--- src/rtl/diag_pkg.sv ---
// shared constants and carrier types for the palette diagnostic register
`default_nettype none
package diag_pkg;
   localparam int SEL_W = 3;
   localparam logic [2:0] SEL_RED = 3'h0;
   localparam logic [2:0] SEL_GREEN = 3'h1;
   localparam logic [2:0] SEL_BLUE = 3'h2;
   localparam logic [2:0] SEL_IDENT = 3'h3;
   localparam logic [2:0] SEL_ACC_RED = 3'h4;
   localparam logic [2:0] SEL_ACC_GREEN = 3'h5;
   localparam logic [2:0] SEL_ACC_BLUE = 3'h6;
   localparam logic [2:0] SEL_ANALOG = 3'h7;
   localparam int CMP_SEL_LSB = 4;
   localparam int CMP_RESULT_BIT = 3;
   localparam logic [3:0] CMP_NORMAL = 4'h0;
   localparam logic [3:0] CMP_RED_BLUE = 4'ha;
   localparam logic [3:0] CMP_RED_REF = 4'h9;
   localparam logic [3:0] CMP_GREEN_BLUE = 4'h6;
   localparam logic [3:0] CMP_GREEN_REF = 4'h5;
   localparam logic [2:0] SEL_RESET = 3'h0;
   localparam logic [7:0] ACC_RESET = 8'h00;
   localparam int CTRL_SELECT_BIT = 7;
   // arbitrary neutral identification value
   localparam logic [7:0] IDENT_CODE = 8'h5a;

   // one palette word as it enters the converters
   typedef struct packed {
      logic [7:0] red;
      logic [7:0] green;
      logic [7:0] blue;
   } pixel_rgb_t;

   // comparator outputs, one per supported pairing
   typedef struct packed {
      logic red_gt_blue;
      logic red_gt_ref;
      logic green_gt_blue;
      logic green_gt_ref;
   } cmp_in_t;
endpackage
`default_nettype wire

--- src/rtl/ones_counter.sv ---
// population count of one colour byte
`timescale 1ns/1ps
`default_nettype none
module ones_counter #(
   parameter int WIDTH = 8
) (
   input wire logic [WIDTH-1:0] data,
   output logic [3:0] count
);
   // simple adder chain, byte is small enough to stay combinational
   always_comb begin
      count = 4'h0;
      for (int i = 0; i < WIDTH; i++) begin
         count = count + {3'h0, data[i]};
      end
   end
endmodule // ones_counter
`default_nettype wire

--- src/rtl/palette_diag_reg.sv ---
// diagnostic select/data register with data flow, id, ones accumulation and analog compare
// Contract
// - three-bit channel selector sits in low bits of the register
// - host write loads selector; host read returns selected channel's data
// - selector codes: palette rgb, id, accumulation rgb, analog compare
// - palette channels return converter input byte before 8/6 shift
// - palette read advances selector, blue wraps to red
// - id is fixed; reading it moves selector to red
// - accumulate one bits of full colour byte per accessed word
// - temporary accumulator is eight bits and drops overflow
// - accumulation runs at half pixel rate
// - vsync falling edge latches accumulator then clears it
// - selector moves to another colour after each frame transfer; the code advances it only in the accumulation modes
// - code 111: bits 7..4 compare select rw, bit 3 result ro
// - compare select codes pick comparator pairing; 1 means first larger
// - result captured on falling edge of blank-derived strobe
// - control bit 7 drives external select pin, no other effect
// - external select forced low at reset and in pass-through mode
`timescale 1ns/1ps
`default_nettype none
module palette_diag_reg #(
   parameter logic [7:0] IDENT_VALUE = diag_pkg::IDENT_CODE
) (
   input wire logic CLK_SYS,
   input wire logic RST_N,
   input wire logic PIXEL_CLOCK,
   input wire logic VSYNC_N,
   input wire logic BLANK_N,
   input wire diag_pkg::pixel_rgb_t PIXEL_DATA,
   input wire diag_pkg::cmp_in_t CMP_IN,
   input wire logic HOST_WR,
   input wire logic HOST_RD,
   input wire logic [7:0] HOST_WDATA,
   input wire logic CTRL_WR,
   input wire logic [7:0] CTRL_WDATA,
   input wire logic PASS_THROUGH,
   output logic [7:0] HOST_RDATA,
   output logic EXTERNAL_SELECT_OUT
);
   // pin synchronisers; stage one is read only by stage two
   logic pclk_s1_ff, pclk_s2_ff, pclk_d_ff;
   logic vs_s1_ff, vs_s2_ff, vs_d_ff;
   logic bl_s1_ff, bl_s2_ff, bl_d_ff;
   logic pt_s1_ff, pt_s2_ff;
   diag_pkg::pixel_rgb_t pix_s1_ff, pix_s2_ff;
   diag_pkg::cmp_in_t cmp_s1_ff, cmp_s2_ff;

   always_ff @(posedge CLK_SYS) begin
      if (!RST_N) begin
         pclk_s1_ff <= 1'b0;
         pclk_s2_ff <= 1'b0;
         pclk_d_ff <= 1'b0;
         vs_s1_ff <= 1'b1;
         vs_s2_ff <= 1'b1;
         vs_d_ff <= 1'b1;
         bl_s1_ff <= 1'b1;
         bl_s2_ff <= 1'b1;
         bl_d_ff <= 1'b1;
         pt_s1_ff <= 1'b0;
         pt_s2_ff <= 1'b0;
         pix_s1_ff <= '0;
         pix_s2_ff <= '0;
         cmp_s1_ff <= '0;
         cmp_s2_ff <= '0;
      end else begin
         pclk_s1_ff <= PIXEL_CLOCK;
         pclk_s2_ff <= pclk_s1_ff;
         pclk_d_ff <= pclk_s2_ff;
         vs_s1_ff <= VSYNC_N;
         vs_s2_ff <= vs_s1_ff;
         vs_d_ff <= vs_s2_ff;
         bl_s1_ff <= BLANK_N;
         bl_s2_ff <= bl_s1_ff;
         bl_d_ff <= bl_s2_ff;
         pt_s1_ff <= PASS_THROUGH;
         pt_s2_ff <= pt_s1_ff;
         pix_s1_ff <= PIXEL_DATA;
         pix_s2_ff <= pix_s1_ff;
         cmp_s1_ff <= CMP_IN;
         cmp_s2_ff <= cmp_s1_ff;
      end
   end

   // edge detection on synchronised levels; only the vsync pin ends a frame, not composite sync
   wire pclk_rise = pclk_s2_ff & ~pclk_d_ff;
   wire vsync_fall = ~vs_s2_ff & vs_d_ff;
   // blank falling edge is the compare strobe
   wire blank_strobe_fall = ~bl_s2_ff & bl_d_ff;

   // selector, compare select, accumulator state
   logic [2:0] sel_ff, nxt_sel;
   logic [3:0] cmp_sel_ff, nxt_cmp_sel;
   logic cmp_result_ff;
   logic [7:0] temp_acc_ff, nxt_temp_acc;
   logic [7:0] acc_reg_ff;
   logic half_ff;
   logic ctrl_bit_ff;
   logic [7:0] rdata_ff, nxt_rdata;
   logic ext_sel_ff;

   // next colour in the palette ring, blue wraps to red
   function automatic logic [2:0] next_palette(input logic [2:0] s);
      case (s)
         diag_pkg::SEL_RED: next_palette = diag_pkg::SEL_GREEN;
         diag_pkg::SEL_GREEN: next_palette = diag_pkg::SEL_BLUE;
         default: next_palette = diag_pkg::SEL_RED;
      endcase
   endfunction

   // next colour in the accumulation ring
   function automatic logic [2:0] next_accum(input logic [2:0] s);
      case (s)
         diag_pkg::SEL_ACC_RED: next_accum = diag_pkg::SEL_ACC_GREEN;
         diag_pkg::SEL_ACC_GREEN: next_accum = diag_pkg::SEL_ACC_BLUE;
         default: next_accum = diag_pkg::SEL_ACC_RED;
      endcase
   endfunction

   wire is_palette = (sel_ff == diag_pkg::SEL_RED) | (sel_ff == diag_pkg::SEL_GREEN) |
      (sel_ff == diag_pkg::SEL_BLUE);
   wire is_accum = (sel_ff == diag_pkg::SEL_ACC_RED) | (sel_ff == diag_pkg::SEL_ACC_GREEN) |
      (sel_ff == diag_pkg::SEL_ACC_BLUE);
   wire is_analog = (sel_ff == diag_pkg::SEL_ANALOG);

   // colour byte monitored by accumulation
   wire [7:0] acc_byte = (sel_ff == diag_pkg::SEL_ACC_RED) ? pix_s2_ff.red :
      (sel_ff == diag_pkg::SEL_ACC_GREEN) ? pix_s2_ff.green : pix_s2_ff.blue;
   wire [3:0] ones;

   ones_counter #(.WIDTH(8)) u_ones_counter (
      .data(acc_byte),
      .count(ones)
   );

   // every second pixel clock rise counts one palette word
   wire acc_step = pclk_rise & half_ff & is_accum;

   // selected comparator pairing; unknown codes read zero
   wire cmp_now = (cmp_sel_ff == diag_pkg::CMP_RED_BLUE) ? cmp_s2_ff.red_gt_blue :
      (cmp_sel_ff == diag_pkg::CMP_RED_REF) ? cmp_s2_ff.red_gt_ref :
      (cmp_sel_ff == diag_pkg::CMP_GREEN_BLUE) ? cmp_s2_ff.green_gt_blue :
      (cmp_sel_ff == diag_pkg::CMP_GREEN_REF) ? cmp_s2_ff.green_gt_ref : 1'b0;

   // palette byte before the 8/6 shift, steadiness is the host's job
   wire [7:0] pal_byte = (sel_ff == diag_pkg::SEL_RED) ? pix_s2_ff.red :
      (sel_ff == diag_pkg::SEL_GREEN) ? pix_s2_ff.green : pix_s2_ff.blue;

   // read data mux
   wire [7:0] analog_word = {cmp_sel_ff, cmp_result_ff, sel_ff};
   always_comb begin
      nxt_rdata = rdata_ff;
      if (HOST_RD) begin
         if (is_palette) begin
            nxt_rdata = pal_byte;
         end else if (is_accum) begin
            nxt_rdata = acc_reg_ff;
         end else if (is_analog) begin
            nxt_rdata = analog_word;
         end else begin
            nxt_rdata = IDENT_VALUE;
         end
      end
   end

   // selector update: host write, read post-increment, frame advance
   always_comb begin
      nxt_sel = sel_ff;
      nxt_cmp_sel = cmp_sel_ff;
      if (HOST_WR) begin
         nxt_sel = HOST_WDATA[2:0];
         nxt_cmp_sel = HOST_WDATA[7:diag_pkg::CMP_SEL_LSB];
      end else if (HOST_RD && (is_palette || sel_ff == diag_pkg::SEL_IDENT)) begin
         nxt_sel = next_palette(sel_ff);
      end else if (vsync_fall && is_accum) begin
         nxt_sel = next_accum(sel_ff);
      end
   end

   // temporary accumulator wraps modulo 256
   always_comb begin
      nxt_temp_acc = temp_acc_ff;
      if (vsync_fall) begin
         nxt_temp_acc = diag_pkg::ACC_RESET;
      end else if (acc_step) begin
         nxt_temp_acc = temp_acc_ff + {4'h0, ones};
      end
   end

   // frame latch, half-rate toggle, result strobe and control bit as plain next values
   wire [7:0] nxt_acc_reg = vsync_fall ? temp_acc_ff : acc_reg_ff;
   wire nxt_half = pclk_rise ? ~half_ff : half_ff;
   wire nxt_cmp_result = (blank_strobe_fall && is_analog) ? cmp_now : cmp_result_ff;
   wire nxt_ctrl_bit = CTRL_WR ? CTRL_WDATA[diag_pkg::CTRL_SELECT_BIT] : ctrl_bit_ff;

   // selector, compare and readback state
   always_ff @(posedge CLK_SYS) begin
      if (!RST_N) begin
         sel_ff <= diag_pkg::SEL_RESET;
         cmp_sel_ff <= diag_pkg::CMP_NORMAL;
         rdata_ff <= 8'h00;
      end else begin
         sel_ff <= nxt_sel;
         cmp_sel_ff <= nxt_cmp_sel;
         rdata_ff <= nxt_rdata;
      end
   end

   // accumulation and compare result
   always_ff @(posedge CLK_SYS) begin
      if (!RST_N) begin
         temp_acc_ff <= diag_pkg::ACC_RESET;
         acc_reg_ff <= diag_pkg::ACC_RESET;
         half_ff <= 1'b0;
         cmp_result_ff <= 1'b0;
      end else begin
         temp_acc_ff <= nxt_temp_acc;
         acc_reg_ff <= nxt_acc_reg;
         half_ff <= nxt_half;
         cmp_result_ff <= nxt_cmp_result;
      end
   end

   // external select pin, pass-through overrides the bit
   always_ff @(posedge CLK_SYS) begin
      if (!RST_N) begin
         ctrl_bit_ff <= 1'b0;
         ext_sel_ff <= 1'b0;
      end else begin
         ctrl_bit_ff <= nxt_ctrl_bit;
         ext_sel_ff <= ctrl_bit_ff & ~pt_s2_ff;
      end
   end

   assign HOST_RDATA = rdata_ff;
   assign EXTERNAL_SELECT_OUT = ext_sel_ff;

   // id read lands on red unless a write comes in the same cycle
   a_ident_to_red: assert property (@(posedge CLK_SYS) disable iff (!RST_N)
      (HOST_RD && !HOST_WR && sel_ff == diag_pkg::SEL_IDENT) |=> (sel_ff == diag_pkg::SEL_RED))
      else $error("id read did not move selector to red");
   // blue read wraps to red
   a_blue_wraps_red: assert property (@(posedge CLK_SYS) disable iff (!RST_N)
      (HOST_RD && !HOST_WR && sel_ff == diag_pkg::SEL_BLUE) |=> (sel_ff == diag_pkg::SEL_RED))
      else $error("blue read did not wrap to red");
   // write loads selector
   wire [2:0] wr_sel_field = HOST_WDATA[2:0];
   a_write_loads_sel: assert property (@(posedge CLK_SYS) disable iff (!RST_N)
      HOST_WR |=> (sel_ff == $past(wr_sel_field)))
      else $error("selector not loaded by write");
   // id read returns code next cycle
   a_ident_data: assert property (@(posedge CLK_SYS) disable iff (!RST_N)
      (HOST_RD && sel_ff == diag_pkg::SEL_IDENT) |=> (HOST_RDATA == IDENT_VALUE))
      else $error("id read wrong value");
   // vsync edge latches and clears
   a_frame_latch: assert property (@(posedge CLK_SYS) disable iff (!RST_N)
      vsync_fall |=> (acc_reg_ff == $past(temp_acc_ff)) && (temp_acc_ff == 8'h00))
      else $error("frame transfer wrong");
   // accumulator adds ones count with wrap
   a_acc_adds: assert property (@(posedge CLK_SYS) disable iff (!RST_N)
      (acc_step && !vsync_fall) |=> (temp_acc_ff == 8'($past(temp_acc_ff) + $past(ones))))
      else $error("accumulator add wrong");
   // accumulation colour wraps from blue to red at frame end
   a_frame_advance: assert property (@(posedge CLK_SYS) disable iff (!RST_N)
      (vsync_fall && !HOST_WR && sel_ff == diag_pkg::SEL_ACC_BLUE) |=> (sel_ff == diag_pkg::SEL_ACC_RED))
      else $error("accumulation colour did not cycle");
   // pass-through forces pin low
   a_pass_low: assert property (@(posedge CLK_SYS) disable iff (!RST_N)
      pt_s2_ff |=> !EXTERNAL_SELECT_OUT)
      else $error("select pin high in pass-through");
   // red read steps to green
   a_red_to_green: assert property (@(posedge CLK_SYS) disable iff (!RST_N)
      (HOST_RD && !HOST_WR && sel_ff == diag_pkg::SEL_RED) |=> (sel_ff == diag_pkg::SEL_GREEN))
      else $error("red read did not move to green");
   // green read steps to blue
   a_green_to_blue: assert property (@(posedge CLK_SYS) disable iff (!RST_N)
      (HOST_RD && !HOST_WR && sel_ff == diag_pkg::SEL_GREEN) |=> (sel_ff == diag_pkg::SEL_BLUE))
      else $error("green read did not move to blue");
   // only a write can bring the selector back to id
   a_sel_never_ident: assert property (@(posedge CLK_SYS) disable iff (!RST_N)
      (!HOST_WR && sel_ff != diag_pkg::SEL_IDENT) |=> (sel_ff != diag_pkg::SEL_IDENT))
      else $error("selector returned to id without a write");
   // palette read returns the converter input byte
   a_palette_read: assert property (@(posedge CLK_SYS) disable iff (!RST_N)
      (HOST_RD && is_palette) |=> (HOST_RDATA == $past(pal_byte)))
      else $error("palette read wrong value");
   // accumulation read returns the latched register
   a_accum_read: assert property (@(posedge CLK_SYS) disable iff (!RST_N)
      (HOST_RD && is_accum) |=> (HOST_RDATA == $past(acc_reg_ff)))
      else $error("accumulation read wrong value");
   // analog read packs compare select, result and selector
   a_analog_read: assert property (@(posedge CLK_SYS) disable iff (!RST_N)
      (HOST_RD && is_analog) |=> (HOST_RDATA == {$past(cmp_sel_ff), $past(cmp_result_ff), diag_pkg::SEL_ANALOG}))
      else $error("analog read wrong value");
   // blank fall captures the selected comparator
   a_result_capture: assert property (@(posedge CLK_SYS) disable iff (!RST_N)
      (blank_strobe_fall && is_analog) |=> (cmp_result_ff == $past(cmp_now)))
      else $error("compare result not captured");
   // result holds between strobes, host writes cannot touch it
   a_result_hold: assert property (@(posedge CLK_SYS) disable iff (!RST_N)
      !(blank_strobe_fall && is_analog) |=> $stable(cmp_result_ff))
      else $error("compare result changed without strobe");
   // pin follows the control bit outside pass-through
   a_ext_follows_bit: assert property (@(posedge CLK_SYS) disable iff (!RST_N)
      !pt_s2_ff |=> (EXTERNAL_SELECT_OUT == $past(ctrl_bit_ff)))
      else $error("select pin does not follow control bit");
endmodule // palette_diag_reg
`default_nettype wire

--- config.mk ---
export PLATFORM = sky130hd
export DESIGN_NAME = palette_diag_reg
export DESIGN_NICKNAME = d
export VERILOG_FILES = /design/src/rtl/diag_pkg.sv /design/src/rtl/ones_counter.sv /design/src/rtl/palette_diag_reg.sv
export SDC_FILE = /design/constraint.sdc
export NUM_CORES = 1
export LEC_CHECK = 0
export CAP_MARGIN = 10
export CORE_MARGIN = 2
export CORE_UTILIZATION = 50
export CTS_BUF_LIST = sky130_fd_sc_hd__clkbuf_4 sky130_fd_sc_hd__clkbuf_8 sky130_fd_sc_hd__clkbuf_16
export CTS_CLUSTER_DIAMETER = 120
export DETAILED_ROUTE_END_ITERATION = 8
export DONT_BUFFER_PORTS = 1
export RECOVER_POWER = 25
export SLEW_MARGIN = 40
export SYNTH_ARGS = -nofsm -noshare
export SYNTH_HDL_FRONTEND = slang
export SYNTH_SLANG_ARGS = --single-unit
export TNS_END_PERCENT = 5
--- constraint.sdc ---
create_clock -name CLK_SYS -period 9.1 [get_ports CLK_SYS]
set_clock_uncertainty 0.2 [all_clocks]
set_input_delay 1.82 -clock CLK_SYS [delete_from_list [all_inputs] [get_ports CLK_SYS]]
set_output_delay 1.82 -clock CLK_SYS [all_outputs]
set_load 0.005 [all_outputs]
==> flow_summary.ini, run 1 <==
[clock_tree]
clk_pin_slew_ns = 0.11
post_cts_resized = 0
cts_buffer_depth = 2
clock_latency_ns = 0.36
clockRootBuffer = clkbuf_8
cts_tree = done
numClockSinks = 102
h-tree-depth = 3
numCtsBuffers = 9
post_cts_buffers = 0
cts_hold_buf = 0

[sta]
slew_viol_final = 0
rsz0062_at_grt = false
fmax_mhz = 185
finalWorstSetupSlack_ns = 3.70
period_needed_ns = 5.40
whs_ns = 0.207
tightestPinTransition_ns = 0.699
slew_headroom_pct = 53.4
hold_violations = 0
finalSetupViolCount = 0
timing.final.crit_share_pct = 59.4
setup_tns_ns = 0

[setup_path]
rr_worst_depth = 15
arrival_ns = 5.44
critPathLaunchType = flop
path_max_fanout = 16
endpoint_kind = flop
crit_required_ns = 9.14
criticalPathCategory = reg -> reg

[synthesis]
yosys_warnings = 0
ys_ff_latch = 102
syn-cell-area_um2 = 3950
avgSynthCellArea_um2 = 9.76
synth_nets = 470
synth_edf_count = 0
ys.flop_type = dfxtp_1
synth_cells = 405
seq_area_frac_synth_pct = 51.7
ys_types = 42
async_reset_ff_share_pct = 0

[detailed_routing]
routed-wl-met2_um = 3290
final_antenna_net_count = 0
wl_met1_um = 3160
route.vias.total = 2556
drc = 0
via_per_inst = 5.13
drtPass1Iterations = 4
wl_per_cell_um = 13.9
maxUsedRoutingLayer = met4
drt-total-wl_um = 6940
met3_length_um = 367
drt-initial-drc-count = 103

[status]
outcome = completed

[cells_and_area]
nets = 456
drive_gt1_share_pct = 6.82
antenna_cells = 0
synthToLayoutAreaGrowth_pct = 5.67
finalInstanceArea_um2 = 4180
final_cells = 498

[power]
p_comb_share_pct = 6.3
switching_share_pct = 24.0
leakage_nw = 1.63
seq_power_share_pct = 58.7
internal-power_w = 0.000622
p_switching_w = 0.000196
p_clk_share_pct = 35.0
ir_drop_v = 0.0000944
p_per_area_nw_per_um2 = 196

[floorplan]
dieArea_um2 = 8630
die_h_um = 92.9
rows = 32
ioPinCount = 62
start_util_pct = 51.4
fp.dieW_um = 92.9
core-area_um2 = 7690

[placement]
place_congestion = 0.864
hpwlAfterDp_um = 4850
pre_cts_slack_ns = 3.57
postPlaceCellArea_um2 = 3970
port_buffers = 0
dp_cells = 482

[flow_run]
cap_violations = 0

[global_routing]
grt_max_degree = 82
grt_pass1_vias = 2351
grt-ovfl-total = 0
grt_antenna_before_repair = 0
grt.total_usage_pct = 16.8
grt_pass1_wl_um = 11300

[min_path]
min_path_type = reg -> reg
holdPathStages = 1
-- stage by stage --
step / total power (W) / utilization (%)
finish: 0.000818 / 54.3
global route: 0.000853 / 54.3
CTS: 0.000826 / 54.3
detailed placement: 0.000542 / 51.6
global placement: 0.000541 / 51.6
floorplan: 0.000536 / -
-- final timing paths --
check | startpoint | slack (ns) | to
setup / recovery | sel_ff[1] | 3.70 | temp_acc_ff[6]
hold / removal | pt_s2_ff | 0.21 | EXTERNAL_SELECT_OUT
setup reg to reg | sel_ff[1] | 3.70 | temp_acc_ff[6]
hold reg to reg | pt_s2_ff | 0.21 | EXTERNAL_SELECT_OUT
-- cell type report --
type                            instances  area, µm²
Clock buffer                            9        124
Clock inverter                          7       78.8
Fill cell                             737       3510
Inverter                               11       41.3
Multi-Input combinational cell        267       1760
Sequential cell                       102       2040
Tap cell                              102        128
-- sequential cells by signal (all words and copies together) (netlist names), 3 cells and up --
| register | count |
|---|---|
| pix_s1_ff | 24 |
| pix_s2_ff | 24 |
| HOST_RDATA | 8 |
| acc_reg_ff | 8 |
| temp_acc_ff | 8 |
| cmp_s1_ff | 4 |
| cmp_s2_ff | 4 |
| cmp_sel_ff | 4 |
| sel_ff | 3 |
-- kinds of logic after synthesis --
family / after synthesis / share of synthesized area [%]
AND/OR/NAND/NOR: 155 / 21.4
buffers and inverters: 36 / 3.86
AO/OA/AOI/OAI: 71 / 11.0
multiplexers: 26 / 6.74
adder cells (fa/ha/maj): 12 / 4.75
flip-flops: 102 / 51.7
XOR/XNOR: 3 / 0.665
-- worst max-delay path: stages (launching register included) --
cell,delay [ns]
dfxtp_1,0.79
inv_1,0.14
nand2_1,0.42
o21ai_0,0.21
ha_1,0.31
inv_1,0.06
fa_1,0.50
fa_1,0.52
fa_1,0.42
inv_1,0.09
fa_1,0.46
fa_1,0.46
a21o_1,0.20
a21oi_1,0.28
or4_1,0.16
a21oi_1,0.06
-- cell usage after synthesis, types with 6 or more instances --
| cell type | n | share of area, % |
|---|---|---|
| nor2_1 | 21 | 2.0 |
| nand3_1 | 6 | 0.76 |
| dfxtp_1 | 102 | 52 |
| a211oi_1 | 8 | 1.5 |
| and2_1 | 61 | 9.7 |
| o21ai_0 | 16 | 2.0 |
| clkbuf_1 | 18 | 1.7 |
| nand2_1 | 36 | 3.4 |
| mux2i_1 | 21 | 5.3 |
| ha_1 | 7 | 2.2 |
| inv_1 | 11 | 1.0 |
| a21oi_1 | 26 | 3.3 |
| nand2b_1 | 7 | 1.1 |
-- power groups by stage --
stage               combinational [W]  clock, W  sequential, W
floorplan                   0.0000546         0       0.000481
global placement            0.0000506         0       0.000490
detailed placement          0.0000521         0       0.000490
CTS                         0.0000524  0.000294       0.000480
global route                0.0000587  0.000312       0.000483
finish                      0.0000515  0.000287       0.000480
-- cell usage in the layout, fill, tap and decap left out, types with 2 or more instances in the layout --
master	count
clkinvlp_4	2
o31ai_1	3
a31oi_1	4
and2_1	60
nor2b_1	3
or3_1	2
nand3_1	6
nand3b_1	4
and3_1	3
a21oi_1	26
a21o_1	3
inv_1	11
a211oi_1	8
mux2_2	5
dfxtp_1	100
nor3b_1	3
nor3_1	3
nor2_1	21
o21bai_1	3
dfxtp_2	2
xnor2_1	2
ha_1	7
fa_1	5
mux2i_1	21
o22ai_1	2
o21ai_0	16
clkbuf_8	9
nand2b_1	7
inv_6	2
nand2_1	36
-- routing by layer --
layer | up-vias | track usage (%)
met3 | 10 | 3.99
met5 | - | 0
met1 | 1164 | 21.9
met2 | 58 | 26.4
li1 | 1324 | -
met4 | 0 | 7.72
Note: power is estimated with default switching activity, not from simulation.
==> run 2: changes to the inputs <==
- ABC_AREA: default -> 1
- PLACE_DENSITY: default -> 0.68
- clock period: 9.1 -> 4.6 ns (I/O delays scaled with it)
==> run 2 against run 1 <==
  * Largest cell class unchanged
  * Fmax up 24%
  * Design area up 5.7%
  * First-iteration DRC count is 33% higher
  * Clock power grew 79%
  * Register-to-register slack got worse by 3.4 ns
  * Critical path depth grew 6
==> flow_summary.ini, run 2 <==
[setup_path]
rr_worst_depth = 21
path_max_fanout = 6
cp_top_family = adder cells
endpoint_kind = flop
max_stage_delay_ns = 0.54
r2r_end = temp_acc_ff[5]
path_buf_inv = 3
arrival_ns = 4.40
worstReg2RegStart = sel_ff[1]
r2r_setup_slack_ns = 0.26
crit_required_ns = 4.66
slowest_stage = fa_1
criticalPathCategory = reg -> reg
critPathLaunchType = flop
cpMostUsedCell = nand2_1
crit_path_cell_trace = inv_2, nand2_1, nor2_4, nand2_1, o21ai_0, a21oi_1, ha_1, inv_1, fa_1, fa_1, fa_1, inv_2, fa_1, xor2_1, ha_1, nand2_1, nand2_1, nand2_1, nand3_1, a21oi_1, nor2_1

[min_path]
min_path_type = reg -> reg
min_to = EXTERNAL_SELECT_OUT
hp-start = pt_s2_ff
holdPathStages = 1

[clock_tree]
numClockSinks = 102
h-tree-depth = 3
cts_buffer_depth = 2
cts_tree = done
clock_latency_ns = 0.36
clk_pin_slew_ns = 0.10
numCtsBuffers = 9
cts_hold_buf = 0
clockRootBuffer = clkbuf_8

[synthesis]
seq_area_frac_synth_pct = 49.9
synth_cells = 539
syn-cell-area_um2 = 4090
yosysMostFrequentCell = nand2_1
ys_ff_latch = 102
ys.flop_type = dfxtp_1
synth_top_cell_area_share_pct = 49.9
avgSynthCellArea_um2 = 7.59
synth_edf_count = 0
yosys-top-cells-area = dfxtp_1, nand2_1, inv_1
ys_top_cells_by_count = nand2_1, dfxtp_1, inv_1
async_reset_ff_share_pct = 0
ys_types = 30
synth_nets = 604
yosys_warnings = 0
synth_area_leader_cell = dfxtp_1

[detailed_routing]
drt-total-wl_um = 7380
drc = 0
drtPass1Iterations = 4
route.vias.total = 3104
drt-initial-drc-count = 137
via_per_inst = 4.77
final_antenna_net_count = 0
wl_per_cell_um = 11.3

[floorplan]
rows = 32
dieArea_um2 = 8920
core-area_um2 = 7810
ioPinCount = 62
start_util_pct = 52.4
fp.dieW_um = 94.4
die_h_um = 94.4

[flow_run]
cap_violations = 0

[sta]
timing.final.crit_share_pct = 94.4
hold_violations = 0
tightestPinTransition_ns = 0.417
setup_tns_ns = 0
period_needed_ns = 4.34
fmax_mhz = 230
finalSetupViolCount = 0
slew_viol_final = 0
slew_headroom_pct = 72.1
rsz0062_at_grt = false

[global_routing]
grt_pass1_vias = 2772
grt_antenna_before_repair = 0
grt_max_degree = 87
grt.total_usage_pct = 17.5
grt_pass1_wl_um = 12200
grt-ovfl-total = 0

[cells_and_area]
fin_util_pct = 56.5
layout_commonest_cell = nand2_1
antenna_cells = 0
synthToLayoutAreaGrowth_pct = 7.92
top_regs = pix_s1_ff x24, pix_s2_ff x24
nets = 609
drive_gt1_share_pct = 9.11
final_cell_mix = nand2_1, dfxtp_1, inv_1

[power]
p_per_area_nw_per_um2 = 372
leakage_nw = 2.33
ir_drop_v = 0.000331

[status]
outcome = completed

[placement]
port_buffers = 0
place_congestion = 0.902
hpwlAfterDp_um = 5480
-- run 2: changes by cell type after synthesis, moves of 6 or more --
cell      before  now
a211oi_1       8    0
a21oi_1       26   33
and2_1        61    0
clkbuf_1      18   11
inv_1         11   98
mux2i_1       21    0
nand2_1       36  136
nand2b_1       7    0
nand3_1        6   26
nor2_1        21   41
o21ai_0       16   37
o21ai_1        0    6
-- run 2: cell type report --
cell class | instances | area (µm²)
Fill cell | 762 | 3390
Sequential cell | 102 | 2050
Clock inverter | 7 | 57.6
Tap cell | 102 | 128
Inverter | 101 | 379
Clock buffer | 9 | 124
Timing Repair Buffer | 11 | 82.6
Multi-Input combinational cell | 319 | 1590
-- run 2: where the power goes --
part           leakage [nW]  switching, W  internal [W]  total, W
combinational          1.40      0.000111     0.0000724  0.000183
sequential            0.842     0.0000215      0.000924  0.000946
clock                0.0881      0.000310      0.000204  0.000514
-- run 2: stage by stage --
step / cells / worst slack (ns) / hold WS (ns) / instance area, µm² / power, W
6_report: 651 / 0.258 / 0.200 / 4410 / 0.00164
5_1_grt: 651 / 0.0104 / 0.207 / 4410 / 0.00173
2_1_floorplan: 539 / 0.167 / 0.175 / 4090 / 0.00111
3_3_place_gp: 634 / 0.0787 / 0.182 / 4210 / 0.00114
4_1_cts: 650 / 0.0417 / 0.198 / 4390 / 0.00166
3_5_place_dp: 634 / -0.0358 / 0.182 / 4210 / 0.00115
-- run 2: logic make-up after synthesis --
group,share of synthesized area (%)
DFF,49.9
AOI/OAI and AO/OA,10.6
and+or+nand+nor,23.0
adders and majority gates,4.59
xor gates and xnor gates,0.428
buffers and inverters,11.4
-- run 2: repair_timing --
| item | CTS | global route |
|---|---|---|
| setup endpoints to repair | 3 | 6 |
| pin swaps | 0 | 3 |
| hold endpoints to repair | 0 | 0 |
| buffers inserted | 0 | 1 |
| resized for setup | 1 | 7 |
-- run 2: worst max path at each step --
stage              start             end  slack [ns]  cells past startpoint
6_report       sel_ff[1]  temp_acc_ff[5]        0.26                     21
5_1_grt        sel_ff[1]  temp_acc_ff[6]        0.01                     20
4_1_cts        sel_ff[1]  temp_acc_ff[6]        0.04                     20
3_5_place_dp   sel_ff[0]  temp_acc_ff[6]       -0.04                     19
3_3_place_gp   sel_ff[0]  temp_acc_ff[6]        0.08                     19
2_1_floorplan  sel_ff[1]  temp_acc_ff[6]        0.17                     20
-- run 2: per-layer routing --
| layer | wire length (µm) | GRT usage, % |
|---|---|---|
| met3 | 342 | 4.39 |
| met2 | 3540 | 29.9 |
| met5 | 0 | 0 |
| met4 | 119 | 6.76 |
| met1 | 3370 | 21.3 |
